**src/pkg/afr_consts.vh**
```
`ifndef AFR_CONSTS_VH
`define AFR_CONSTS_VH
// ----------------------------------------------------------------
// reference source codes
// ----------------------------------------------------------------
`define AFR_REF_EXT_A     2'h0
`define AFR_REF_EXT_B     2'h1
`define AFR_REF_INTERNAL  2'h2
// ----------------------------------------------------------------
// channel and bias codes
// ----------------------------------------------------------------
`define AFR_CH_SUPPLY_MON 3'h7
`define AFR_BIAS_OFF      2'h0
// ----------------------------------------------------------------
// excitation magnitude and routing codes
// ----------------------------------------------------------------
`define AFR_EXC_SMALL     2'h0
`define AFR_EXC_MIDDLE    2'h1
`define AFR_EXC_LARGE     2'h2
`define AFR_EXC_PIN_A     1'h0
// ----------------------------------------------------------------
// serial reset pattern length
// ----------------------------------------------------------------
`define AFR_RESET_ONES    32
`define AFR_ONES_W        6
// ----------------------------------------------------------------
// reset values of the control bits
// ----------------------------------------------------------------
`define AFR_RST_BURNOUT   1'h0
`define AFR_RST_REFSRC    2'h0
`define AFR_RST_CHAN      3'h0
`endif

```
**src/core/afr_ctrl.v**
```verilog
`timescale 1ns/1ns
`include "afr_consts.vh"
// Operation
// - one bit switches both burnout generators
// - zero on burnout bit turns both off
// - excitation magnitude small, middle or large
// - excitation enable, pin steering, magnitude select
// - bias only to first three negative inputs
// - bias_fast_power_up bit raises bias generator current
// - reference select internal or two external
// - detect only when enabled and external
// - low or open reference sets missing flag
// - missing flag forces results all ones
// - missing flag blocks calibration, sets error
// - thirty-two ones reset everything but data_out and cal_wr_data, and pulse soft_rst
// - same reset at power up, which also clears data_out and cal_wr_data
// - supply monitor uses internal reference
// - good calibration updates, readies, goes idle
module afr_ctrl #(
   parameter DW = 24
) (
   input  wire          clk,            // 10 MHz clock
   input  wire          arst_n,         // power-up reset, active low
   input  wire          ce,             // clock enable
   input  wire          sdi_vld,        // serial bit strobe
   input  wire          sdi_bit,        // serial data bit
   input  wire          cfg_wr,         // load configuration pulse
   input  wire          burnout_enable, // burnout request
   input  wire          exc_en_in,      // excitation enable
   input  wire          exc_pin_in,     // 0 pin a, 1 pin b
   input  wire [1:0]    exc_mag_in,     // excitation magnitude
   input  wire          bias_select_hi, // bias field high bit
   input  wire          bias_select_lo, // bias field low bit
   input  wire          bias_fast_power_up, // bias_fast_power_up request
   input  wire          reference_source_hi, // ref field high
   input  wire          reference_source_lo, // ref field low
   input  wire          reference_check_enable, // detect enable
   input  wire          channel_select_hi, // channel field high
   input  wire [1:0]    channel_select_lo, // channel field low
   input  wire          ref_low_a,      // pair a below threshold/open
   input  wire          ref_low_b,      // pair b below threshold/open
   input  wire          conv_done,      // conversion result pulse
   input  wire [DW-1:0] conv_data,      // raw result
   input  wire          cal_start,      // calibration begins
   input  wire          cal_done,       // calibration ends
   input  wire [DW-1:0] cal_coef,       // measured coefficient
   output reg           bo_src_on,      // positive input source on
   output reg           bo_sink_on,     // negative input sink on
   output reg           exc_a_on,       // current_out_pin_a drive
   output reg           exc_b_on,       // current_out_pin_b drive
   output reg  [1:0]    exc_mag,        // excitation magnitude
   output reg  [2:0]    bias_neg_sel,   // one-hot neg terminal bias
   output reg           bias_bias_fast_power_up,     // boosted bias current
   output reg  [1:0]    mod_ref_sel,    // reference fed to modulator
   output reg           supply_mon_on,  // supply divider on
   output reg           missing_reference_flag, // no valid ref
   output reg           err_flag,       // calibration error
   output reg           rdy_n,          // ready, active low
   output reg           data_vld,       // result pulse
   output reg  [DW-1:0] data_out,       // result to data register
   output reg           cal_wr,         // coefficient write pulse
   output reg  [DW-1:0] cal_wr_data,    // coefficient value
   output reg           soft_rst        // serial reset pulse
);
   // ------------------------------------------------------------
   // local state
   // ------------------------------------------------------------
   localparam ST_IDLE = 1'b0; // no calibration running
   localparam ST_CAL  = 1'b1; // calibration in progress
   reg       state_reg;        // calibration state
   reg       cal_bad_reg;      // ref lost during calibration
   reg       bo_reg;           // burnout control bit
   reg [1:0] ref_reg;          // reference source field
   reg [2:0] ch_reg;           // channel field
   reg       det_reg;          // detect enable bit
   wire      pat_hit;          // 32 ones seen
   wire [1:0] bias_f = {bias_select_hi, bias_select_lo};
   wire       ext_sel;         // external source in use
   wire       ref_bad;         // detector says missing

   // ------------------------------------------------------------
   // serial pattern reset detector
   // ------------------------------------------------------------
   afr_ones_det #(
      .CW (`AFR_ONES_W)
   ) u_ones (
      .clk     (clk),
      .arst_n  (arst_n),
      .ce      (ce),
      .bit_vld (sdi_vld),
      .bit_val (sdi_bit),
      .hit     (pat_hit)
   );

   // ------------------------------------------------------------
   // reference detect decode
   // ------------------------------------------------------------
   // supply monitor always runs on internal ref, so no detection
   // codes 2 and 3 both mean internal; only the two pairs are checked
   assign ext_sel = ((ref_reg == `AFR_REF_EXT_A) ||
                     (ref_reg == `AFR_REF_EXT_B)) &&
                    (ch_reg != `AFR_CH_SUPPLY_MON);
   assign ref_bad = det_reg && ext_sel &&
                    ((ref_reg == `AFR_REF_EXT_A) ? ref_low_a
                                                 : ref_low_b);

   // ------------------------------------------------------------
   // main control process; pattern reset acts like power-up except for data_out, cal_wr_data and the soft_rst pulse
   // ------------------------------------------------------------
   always @(posedge clk or negedge arst_n) begin
      if (!arst_n) begin
         bo_reg      <= `AFR_RST_BURNOUT;
         ref_reg     <= `AFR_RST_REFSRC;
         ch_reg      <= `AFR_RST_CHAN;
         det_reg     <= 1'b0;
         state_reg   <= ST_IDLE;
         cal_bad_reg <= 1'b0;
         bo_src_on   <= 1'b0;
         bo_sink_on  <= 1'b0;
         exc_a_on    <= 1'b0;
         exc_b_on    <= 1'b0;
         exc_mag     <= `AFR_EXC_SMALL;
         bias_neg_sel <= 3'h0;
         bias_bias_fast_power_up  <= 1'b0;
         mod_ref_sel <= `AFR_RST_REFSRC;
         supply_mon_on <= 1'b0;
         missing_reference_flag <= 1'b0;
         err_flag    <= 1'b0;
         rdy_n       <= 1'b1;
         data_vld    <= 1'b0;
         data_out    <= {DW{1'b0}};
         cal_wr      <= 1'b0;
         cal_wr_data <= {DW{1'b0}};
         soft_rst    <= 1'b0;
      end else if (ce) begin
         data_vld <= 1'b0;
         cal_wr   <= 1'b0;
         soft_rst <= pat_hit;
         if (pat_hit) begin
            // every register but data_out, cal_wr_data and soft_rst back to its default
            bo_reg      <= `AFR_RST_BURNOUT;
            ref_reg     <= `AFR_RST_REFSRC;
            ch_reg      <= `AFR_RST_CHAN;
            det_reg     <= 1'b0;
            state_reg   <= ST_IDLE;
            cal_bad_reg <= 1'b0;
            bo_src_on   <= 1'b0;
            bo_sink_on  <= 1'b0;
            exc_a_on    <= 1'b0;
            exc_b_on    <= 1'b0;
            exc_mag     <= `AFR_EXC_SMALL;
            bias_neg_sel <= 3'h0;
            bias_bias_fast_power_up  <= 1'b0;
            mod_ref_sel <= `AFR_RST_REFSRC;
            supply_mon_on <= 1'b0;
            missing_reference_flag <= 1'b0;
            err_flag    <= 1'b0;
            rdy_n       <= 1'b1;
         end else begin
            // configuration load
            if (cfg_wr) begin
               bo_reg  <= burnout_enable;
               ref_reg <= {reference_source_hi, reference_source_lo};
               ch_reg  <= {channel_select_hi, channel_select_lo};
               det_reg <= reference_check_enable;
               // both generators share one bit, zero turns both off
               bo_src_on  <= burnout_enable;
               bo_sink_on <= burnout_enable;
               exc_a_on <= exc_en_in && (exc_pin_in == `AFR_EXC_PIN_A);
               exc_b_on <= exc_en_in && (exc_pin_in != `AFR_EXC_PIN_A);
               // reserved magnitude code falls back to smallest
               exc_mag <= (exc_mag_in > `AFR_EXC_LARGE) ?
                          `AFR_EXC_SMALL : exc_mag_in;
               // only the first three negative inputs can be biased
               case (bias_f)
                  2'h1:    bias_neg_sel <= 3'h1;
                  2'h2:    bias_neg_sel <= 3'h2;
                  2'h3:    bias_neg_sel <= 3'h4;
                  default: bias_neg_sel <= 3'h0;
               endcase
               bias_bias_fast_power_up <= bias_fast_power_up;
               if ({channel_select_hi, channel_select_lo} ==
                   `AFR_CH_SUPPLY_MON) begin
                  mod_ref_sel   <= `AFR_REF_INTERNAL;
                  supply_mon_on <= 1'b1;
               end else begin
                  mod_ref_sel   <= {reference_source_hi,
                                    reference_source_lo};
                  supply_mon_on <= 1'b0;
               end
            end
            // flag tracks detector, clears on its own
            missing_reference_flag <= ref_bad;
            // conversion result path
            if (conv_done && state_reg == ST_IDLE) begin
               data_vld <= 1'b1;
               rdy_n    <= 1'b0;
               data_out <= missing_reference_flag ?
                           {DW{1'b1}} : conv_data;
            end
            // calibration sequencing
            case (state_reg)
               ST_IDLE: begin
                  if (cal_start) begin
                     state_reg   <= ST_CAL;
                     cal_bad_reg <= 1'b0;
                     rdy_n       <= 1'b1;
                     err_flag    <= 1'b0;
                  end
               end
               default: begin
                  if (missing_reference_flag) begin
                     cal_bad_reg <= 1'b1;
                  end
                  if (cal_done) begin
                     state_reg <= ST_IDLE;
                     rdy_n     <= 1'b0;
                     if (cal_bad_reg || missing_reference_flag) begin
                        err_flag <= 1'b1;
                     end else begin
                        cal_wr      <= 1'b1;
                        cal_wr_data <= cal_coef;
                     end
                  end
               end
            endcase
         end
      end
   end
endmodule

```
**src/core/afr_ones_det.v**
```verilog
`timescale 1ns/1ns
`include "afr_consts.vh"
// counts consecutive ones on the sampled serial data input
module afr_ones_det #(
   parameter CW = `AFR_ONES_W
) (
   input  wire clk,      // system clock
   input  wire arst_n,   // async reset, active low
   input  wire ce,       // clock enable
   input  wire bit_vld,  // one serial bit this cycle
   input  wire bit_val,  // value of that bit
   output reg  hit       // pulse: pattern complete
);
   reg [CW-1:0] cnt_reg; // run length of ones

   // ------------------------------------------------------------
   // run counter
   // ------------------------------------------------------------
   always @(posedge clk or negedge arst_n) begin
      if (!arst_n) begin
         cnt_reg <= {CW{1'b0}};
         hit     <= 1'b0;
      end else if (ce) begin
         hit <= 1'b0;
         if (bit_vld) begin
            if (!bit_val) begin
               cnt_reg <= {CW{1'b0}};
            end else if (cnt_reg == `AFR_RESET_ONES - 1) begin
               cnt_reg <= {CW{1'b0}};
               hit     <= 1'b1;
            end else begin
               cnt_reg <= cnt_reg + {{(CW-1){1'b0}}, 1'b1};
            end
         end
      end
   end
endmodule

```
**config.mk**
```make
export PLATFORM = sky130hd
export DESIGN_NAME = afr_ctrl
export DESIGN_NICKNAME = d
export VERILOG_FILES = /design/src/core/afr_ctrl.v /design/src/core/afr_ones_det.v
export VERILOG_INCLUDE_DIRS = /design/src /design/src/pkg
export SDC_FILE = /design/constraint.sdc
export NUM_CORES = 1
export LEC_CHECK = 0
export BUFFER_PORTS_ARGS = -buffer_cell sky130_fd_sc_hd__buf_2
export CAP_MARGIN = 20
export CORE_ASPECT_RATIO = 0.8
export CORE_UTILIZATION = 45
export DETAILED_ROUTE_END_ITERATION = 8
export PLACE_DENSITY = 0.73
export SLEW_MARGIN = 20
export SYNTH_ARGS = -nofsm -noshare
export SYNTH_HDL_FRONTEND = slang
export SYNTH_SLANG_ARGS = --single-unit
```
**constraint.sdc**
```tcl
create_clock -name clk -period 2.7 [get_ports clk]
set_clock_uncertainty 0.1 [all_clocks]
set_input_delay 0.27 -clock clk [delete_from_list [all_inputs] [get_ports clk]]
set_output_delay 0.27 -clock clk [all_outputs]
set_load 0.005 [all_outputs]
```
* Word-level counts from Yosys, hierarchy flattened
Cells that the tools add are included.
** Word-level totals
- Register bits :: 81
- Input bits :: 73
- Output and inout bits :: 67
- Logic and storage cells :: 113
** Operators by class
- $add $sub $neg :: 1
- Magnitude comparators :: 1
- Equal/unequal tests :: 10
- Multiplexer cells :: 57
- Bitwise gates (word level) :: 4
- Reduce and logical (&&, ||, !) cells :: 17
** Operators by type and width (count)
- $mux 1 :: 41
- $mux 24 :: 1
- $mux 2 :: 8
- $mux 3 :: 4
- $mux 6 :: 2
- $pmux 3 s3 :: 1
- $add 6x1->6 const B :: 1
- $eq 6x5->1 const B :: 1
- $logic_and 1x1->1 :: 6
- $ne 3x2->1 const B :: 2
- $reduce_and 3->1 :: 2
- $reduce_and 5->1 :: 1
- $eq 2x1->1 const B :: 2
- $eq 2x2->1 const B :: 2
- $not 1->1 :: 4
- $reduce_and 2->1 :: 2
- $reduce_and 4->1 :: 1
- $eq 3x3->1 const B :: 1
- $ne 3x1->1 const B :: 1
- $ne 3x3->1 const B :: 1
- $reduce_bool 3->1 :: 1
- $gt 2x2->1 const B :: 1
- $logic_not 2->1 :: 1
- $logic_or 1x1->1 :: 2
- $reduce_bool 2->1 :: 1

* Longest topological paths before layout
- Word-level depth :: 6
- Depth in mapped cells :: 7

* By module
From an unflattened synthesis, not the netlist that was laid out.
** Second synthesis, totals
- Cell total of the unflattened synthesis :: 307
- Area, all modules :: 3485.8 µm²
** By module, submodules not included
- afr_ctrl :: instances 1, cells each 269, area an instance 3126.7 µm²
- afr_ones_det :: instances 1, cells each 38, area an instance 359.1 µm²

* Least setup slack after synthesis
No wires, ideal clock.
- Path type :: register to register
- Start point :: register missing_reference_flag
- End point :: register cal_wr_data[10]
- Data arrival time :: 1.295 ns
- Data required time :: 2.475 ns
- Slack :: 1.180 ns
- Stages on the path, launching flop included :: 6
- Path buffers :: 2
- Path through :: dfrtp_1 > buf_2 > nor2_4 > nand4_4 > buf_6 > mux2_4
** Between the ends
- Cells in the longest elaborated chain, start to end :: 3
** Ends and longest elaborated chain
- from (decl) :: line afr_ctrl.v:56 : output reg missing_reference_flag,
- from (signal assigned) :: line afr_ctrl.v:193 : missing_reference_flag <= ref_bad;
- $logic_or 1x1->1 :: line afr_ctrl.v:218 : if (cal_bad_reg || missing_reference_flag) begin
- $not 1->1 (no line)
- $reduce_and 5->1 (no line)
- to (signal assigned) :: line afr_ctrl.v:133 : cal_wr_data <= {DW{1'b0}};
- to (signal assigned) :: line afr_ctrl.v:222 : cal_wr_data <= cal_coef;
- to (decl) :: line afr_ctrl.v:62 : output reg [DW-1:0] cal_wr_data,
No other way between the ends.
A chain may end at the register's enable or synchronous reset.

* Worst setup path in the final report
- Start point :: register u_ones.hit
- End point :: register cal_wr_data[20]
** Between the ends
- Cells in the longest elaborated chain, start to end :: 2
** Ends and longest elaborated chain
- from (decl) :: line afr_ones_det.v:12 : output reg hit
- from (signal assigned) :: line afr_ones_det.v:22 : hit <= 1'b0;
- from (signal assigned) :: line afr_ones_det.v:24 : hit <= 1'b0;
- from (signal assigned) :: line afr_ones_det.v:30 : hit <= 1'b1;
- $not 1->1 (no line)
- $reduce_and 5->1 (no line)
No other way between the ends.

==> impl_metrics.ini <==
[outcome]
outcome = complete, no violations

[clock_network]
clk_pin_slew_ns = 0.08
h-tree-depth = 3
cts_root_buf = clkbuf_8
insertion_delay_ns = 0.34
post_cts_buffers = 0
hold_buffers = 0
clk_path_buf_depth = 2
cts_sinks = 81
cts_buffers = 9
cts_tree = yes
cts-resized-gates = 0

[pwr]
ir_drop_mv = 0.495
p_leak_nw = 2.27
finalPower_mw = 3.87
power-per-cell-area_nw_per_um2 = 856

[drt]
met3_length_um = 634
ant_nets = 0
firstDrtPassIters = 4
m1WireLength_um = 3590
vias = 2793
post_drt_wl_per_cell_um = 14.4
drt-vias-per-instance = 5.01
drc_errors = 0
routed_wl_um = 8020
route.met2.wl_um = 3740
routed.top_layer = met4
drtIter0Drc = 118

[die]
die_w_um = 101
pin_count = 140
coreArea_um2 = 7530
start_util_pct = 47.2
die_area_um2 = 8260
die_h_um = 81.5
fp-row-count = 28

[worst_setup_path]
cp.arrival_ns = 1.87
crit_path_max_fanout = 25
cp.required_ns = 2.83
startpoint_type = flip-flop
crit_type = flip-flop to flip-flop
critPathCaptureType = flip-flop

[synthesis]
syn_inst = 313
yosys_warnings = 0
synthFlopType = dfrtp_1
synth_area_per_cell_um2 = 11.4
synthesis.nets = 387
ys_async_sr_fraction_pct = 100
synth_enable_flop_cells = 0
synth_cell_types = 42
ys_seq_area_share_pct = 57.1
syn_area_um2 = 3550
ys_ff_latch = 81

[sta]
finalCriticalPeriod_ns = 1.75
setup_viol = 0
worst_slack_ns = 0.953
slew_headroom_pct = 52.0
rsz0062_at_grt = no
finalHoldViolCount = 0
finalSetupTns_ns = 0
worst-slew-pin-transition_ns = 0.720
slew_viol_final = 0
final.period_utilization_pct = 64.7
fmax_mhz = 572

[flow_run]
cap_violations = 0

[placed_design]
placed_area_um2 = 4300
dp_slack_ns = 0.938
dp_hpwl_um = 5430
gp_congestion = 0.839
port_buffers = 139

[final_layout]
num-nets-final = 522
fin_area_um2 = 4520
syn_to_final_growth_pct = 27.2
antenna_cells = 0
drive_gt1_share_pct = 41.9

[global_route]
grt_pass1_wl_um = 12600
antenna_found_initial = 0
grt_max_degree = 82
grt_use_total_pct = 19.8
overflow = 0
grt_pass1_vias = 2615

[min_path]
hold_class = primary input to flip-flop
-- layout by cell type, fill, tap and decap left out, types with 3 or more instances in the layout --
| master | count |
|---|---|
| o21ai_0 | 11 |
| mux2_4 | 19 |
| a22oi_1 | 8 |
| clkbuf_8 | 9 |
| nor2_1 | 50 |
| buf_4 | 5 |
| inv_1 | 16 |
| buf_2 | 138 |
| dfrtp_1 | 80 |
| a21oi_1 | 27 |
| nand3_1 | 7 |
| mux2_2 | 6 |
| nor3_1 | 3 |
| o2bb2ai_1 | 13 |
| mux2i_1 | 3 |
| nand2_1 | 9 |
| o22ai_1 | 6 |
| a32oi_1 | 6 |
-- worst paths after layout --
kind / from / slack [ns] / cells after the start / end
max: u_ones.hit / 0.95 / 3 / cal_wr_data[20]
min: cal_coef[13] / 0.05 / 2 / cal_wr_data[13]
max reg2reg: u_ones.hit / 0.95 / 3 / cal_wr_data[20]
min reg2reg: data_vld / 0.38 / 1 / data_vld
max in group asynchronous: arst_n / 1.58 / 2 / missing_reference_flag
min in group asynchronous: arst_n / 0.43 / 2 / mod_ref_sel[0]
-- per-stage QoR --
stage | hold slack, ns | util, % | std cells
after detailed placement | 0.366 | 57.0 | 541
after floorplan | -0.126 | - | 313
after global placement | 0.363 | 57.0 | 541
after global routing | 0.0244 | 60.0 | 558
final | 0.0541 | 60.0 | 558
after CTS | 0.0208 | 59.8 | 557
-- final cells by class --
class / count / area (um^2)
Clock buffer: 11 / 131
Clock inverter: 5 / 80.1
Fill cell: 675 / 3010
Inverter: 17 / 63.8
Multi-Input combinational cell: 194 / 1340
Sequential cell: 81 / 2030
Tap cell: 105 / 131
Timing Repair Buffer: 145 / 749
-- cell families (layout without fill, tap and decap cells) --
| group | Yosys count | in the layout | share of synthesized area [%] |
|---|---|---|---|
| muxes | 28 | 28 | 10.8 |
| AOI/OAI and AO/OA | 84 | 84 | 15.8 |
| DFF | 81 | 81 | 57.1 |
| buffers and inverters | 38 | 178 | 5.35 |
| adders and majority gates | 1 | 1 | 0.352 |
| and+or+nand+nor | 81 | 81 | 10.7 |
-- metal layers --
| metal | GRT usage, % | vias to the layer above |
|---|---|---|
| met5 | 0 | - |
| met3 | 7.57 | 7 |
| met4 | 4.35 | 0 |
| li1 | - | 1375 |
| met1 | 26.5 | 1289 |
| met2 | 30.8 | 122 |
-- worst max-delay path, cell delays in order (launching register included) --
cell	delay [ns]
dfrtp_1	0.41
nor2b_4	0.15
nand4_4	0.48
mux2_4	0.48
-- where the power goes --
group          switching [mW]  leakage, nW  internal (mW)
logic                   0.456         1.22          0.631
clock network           0.424       0.0995          0.520
registers               0.239        0.954           1.60
total                    1.12         2.27           2.75
-- cells in the mapped netlist, types with 3 or more instances --
master,instances,area share [%]
a22oi_1,8,1.7
nor3_1,3,0.42
nand2_1,9,0.95
dfrtp_1,80,56
o2bb2ai_1,13,3.2
nor2_1,50,5.3
buf_6,4,1.3
nand3_1,7,0.99
buf_2,8,1.1
a32oi_1,6,1.5
mux2_4,19,8.0
o22ai_1,6,1.1
inv_1,16,1.7
o21ai_0,11,1.5
a21oi_1,27,3.8
clkbuf_1,3,0.32
mux2_2,6,1.9
buf_1,4,0.42
mux2i_1,3,0.84
Note: power is estimated with default switching activity, not from simulation.
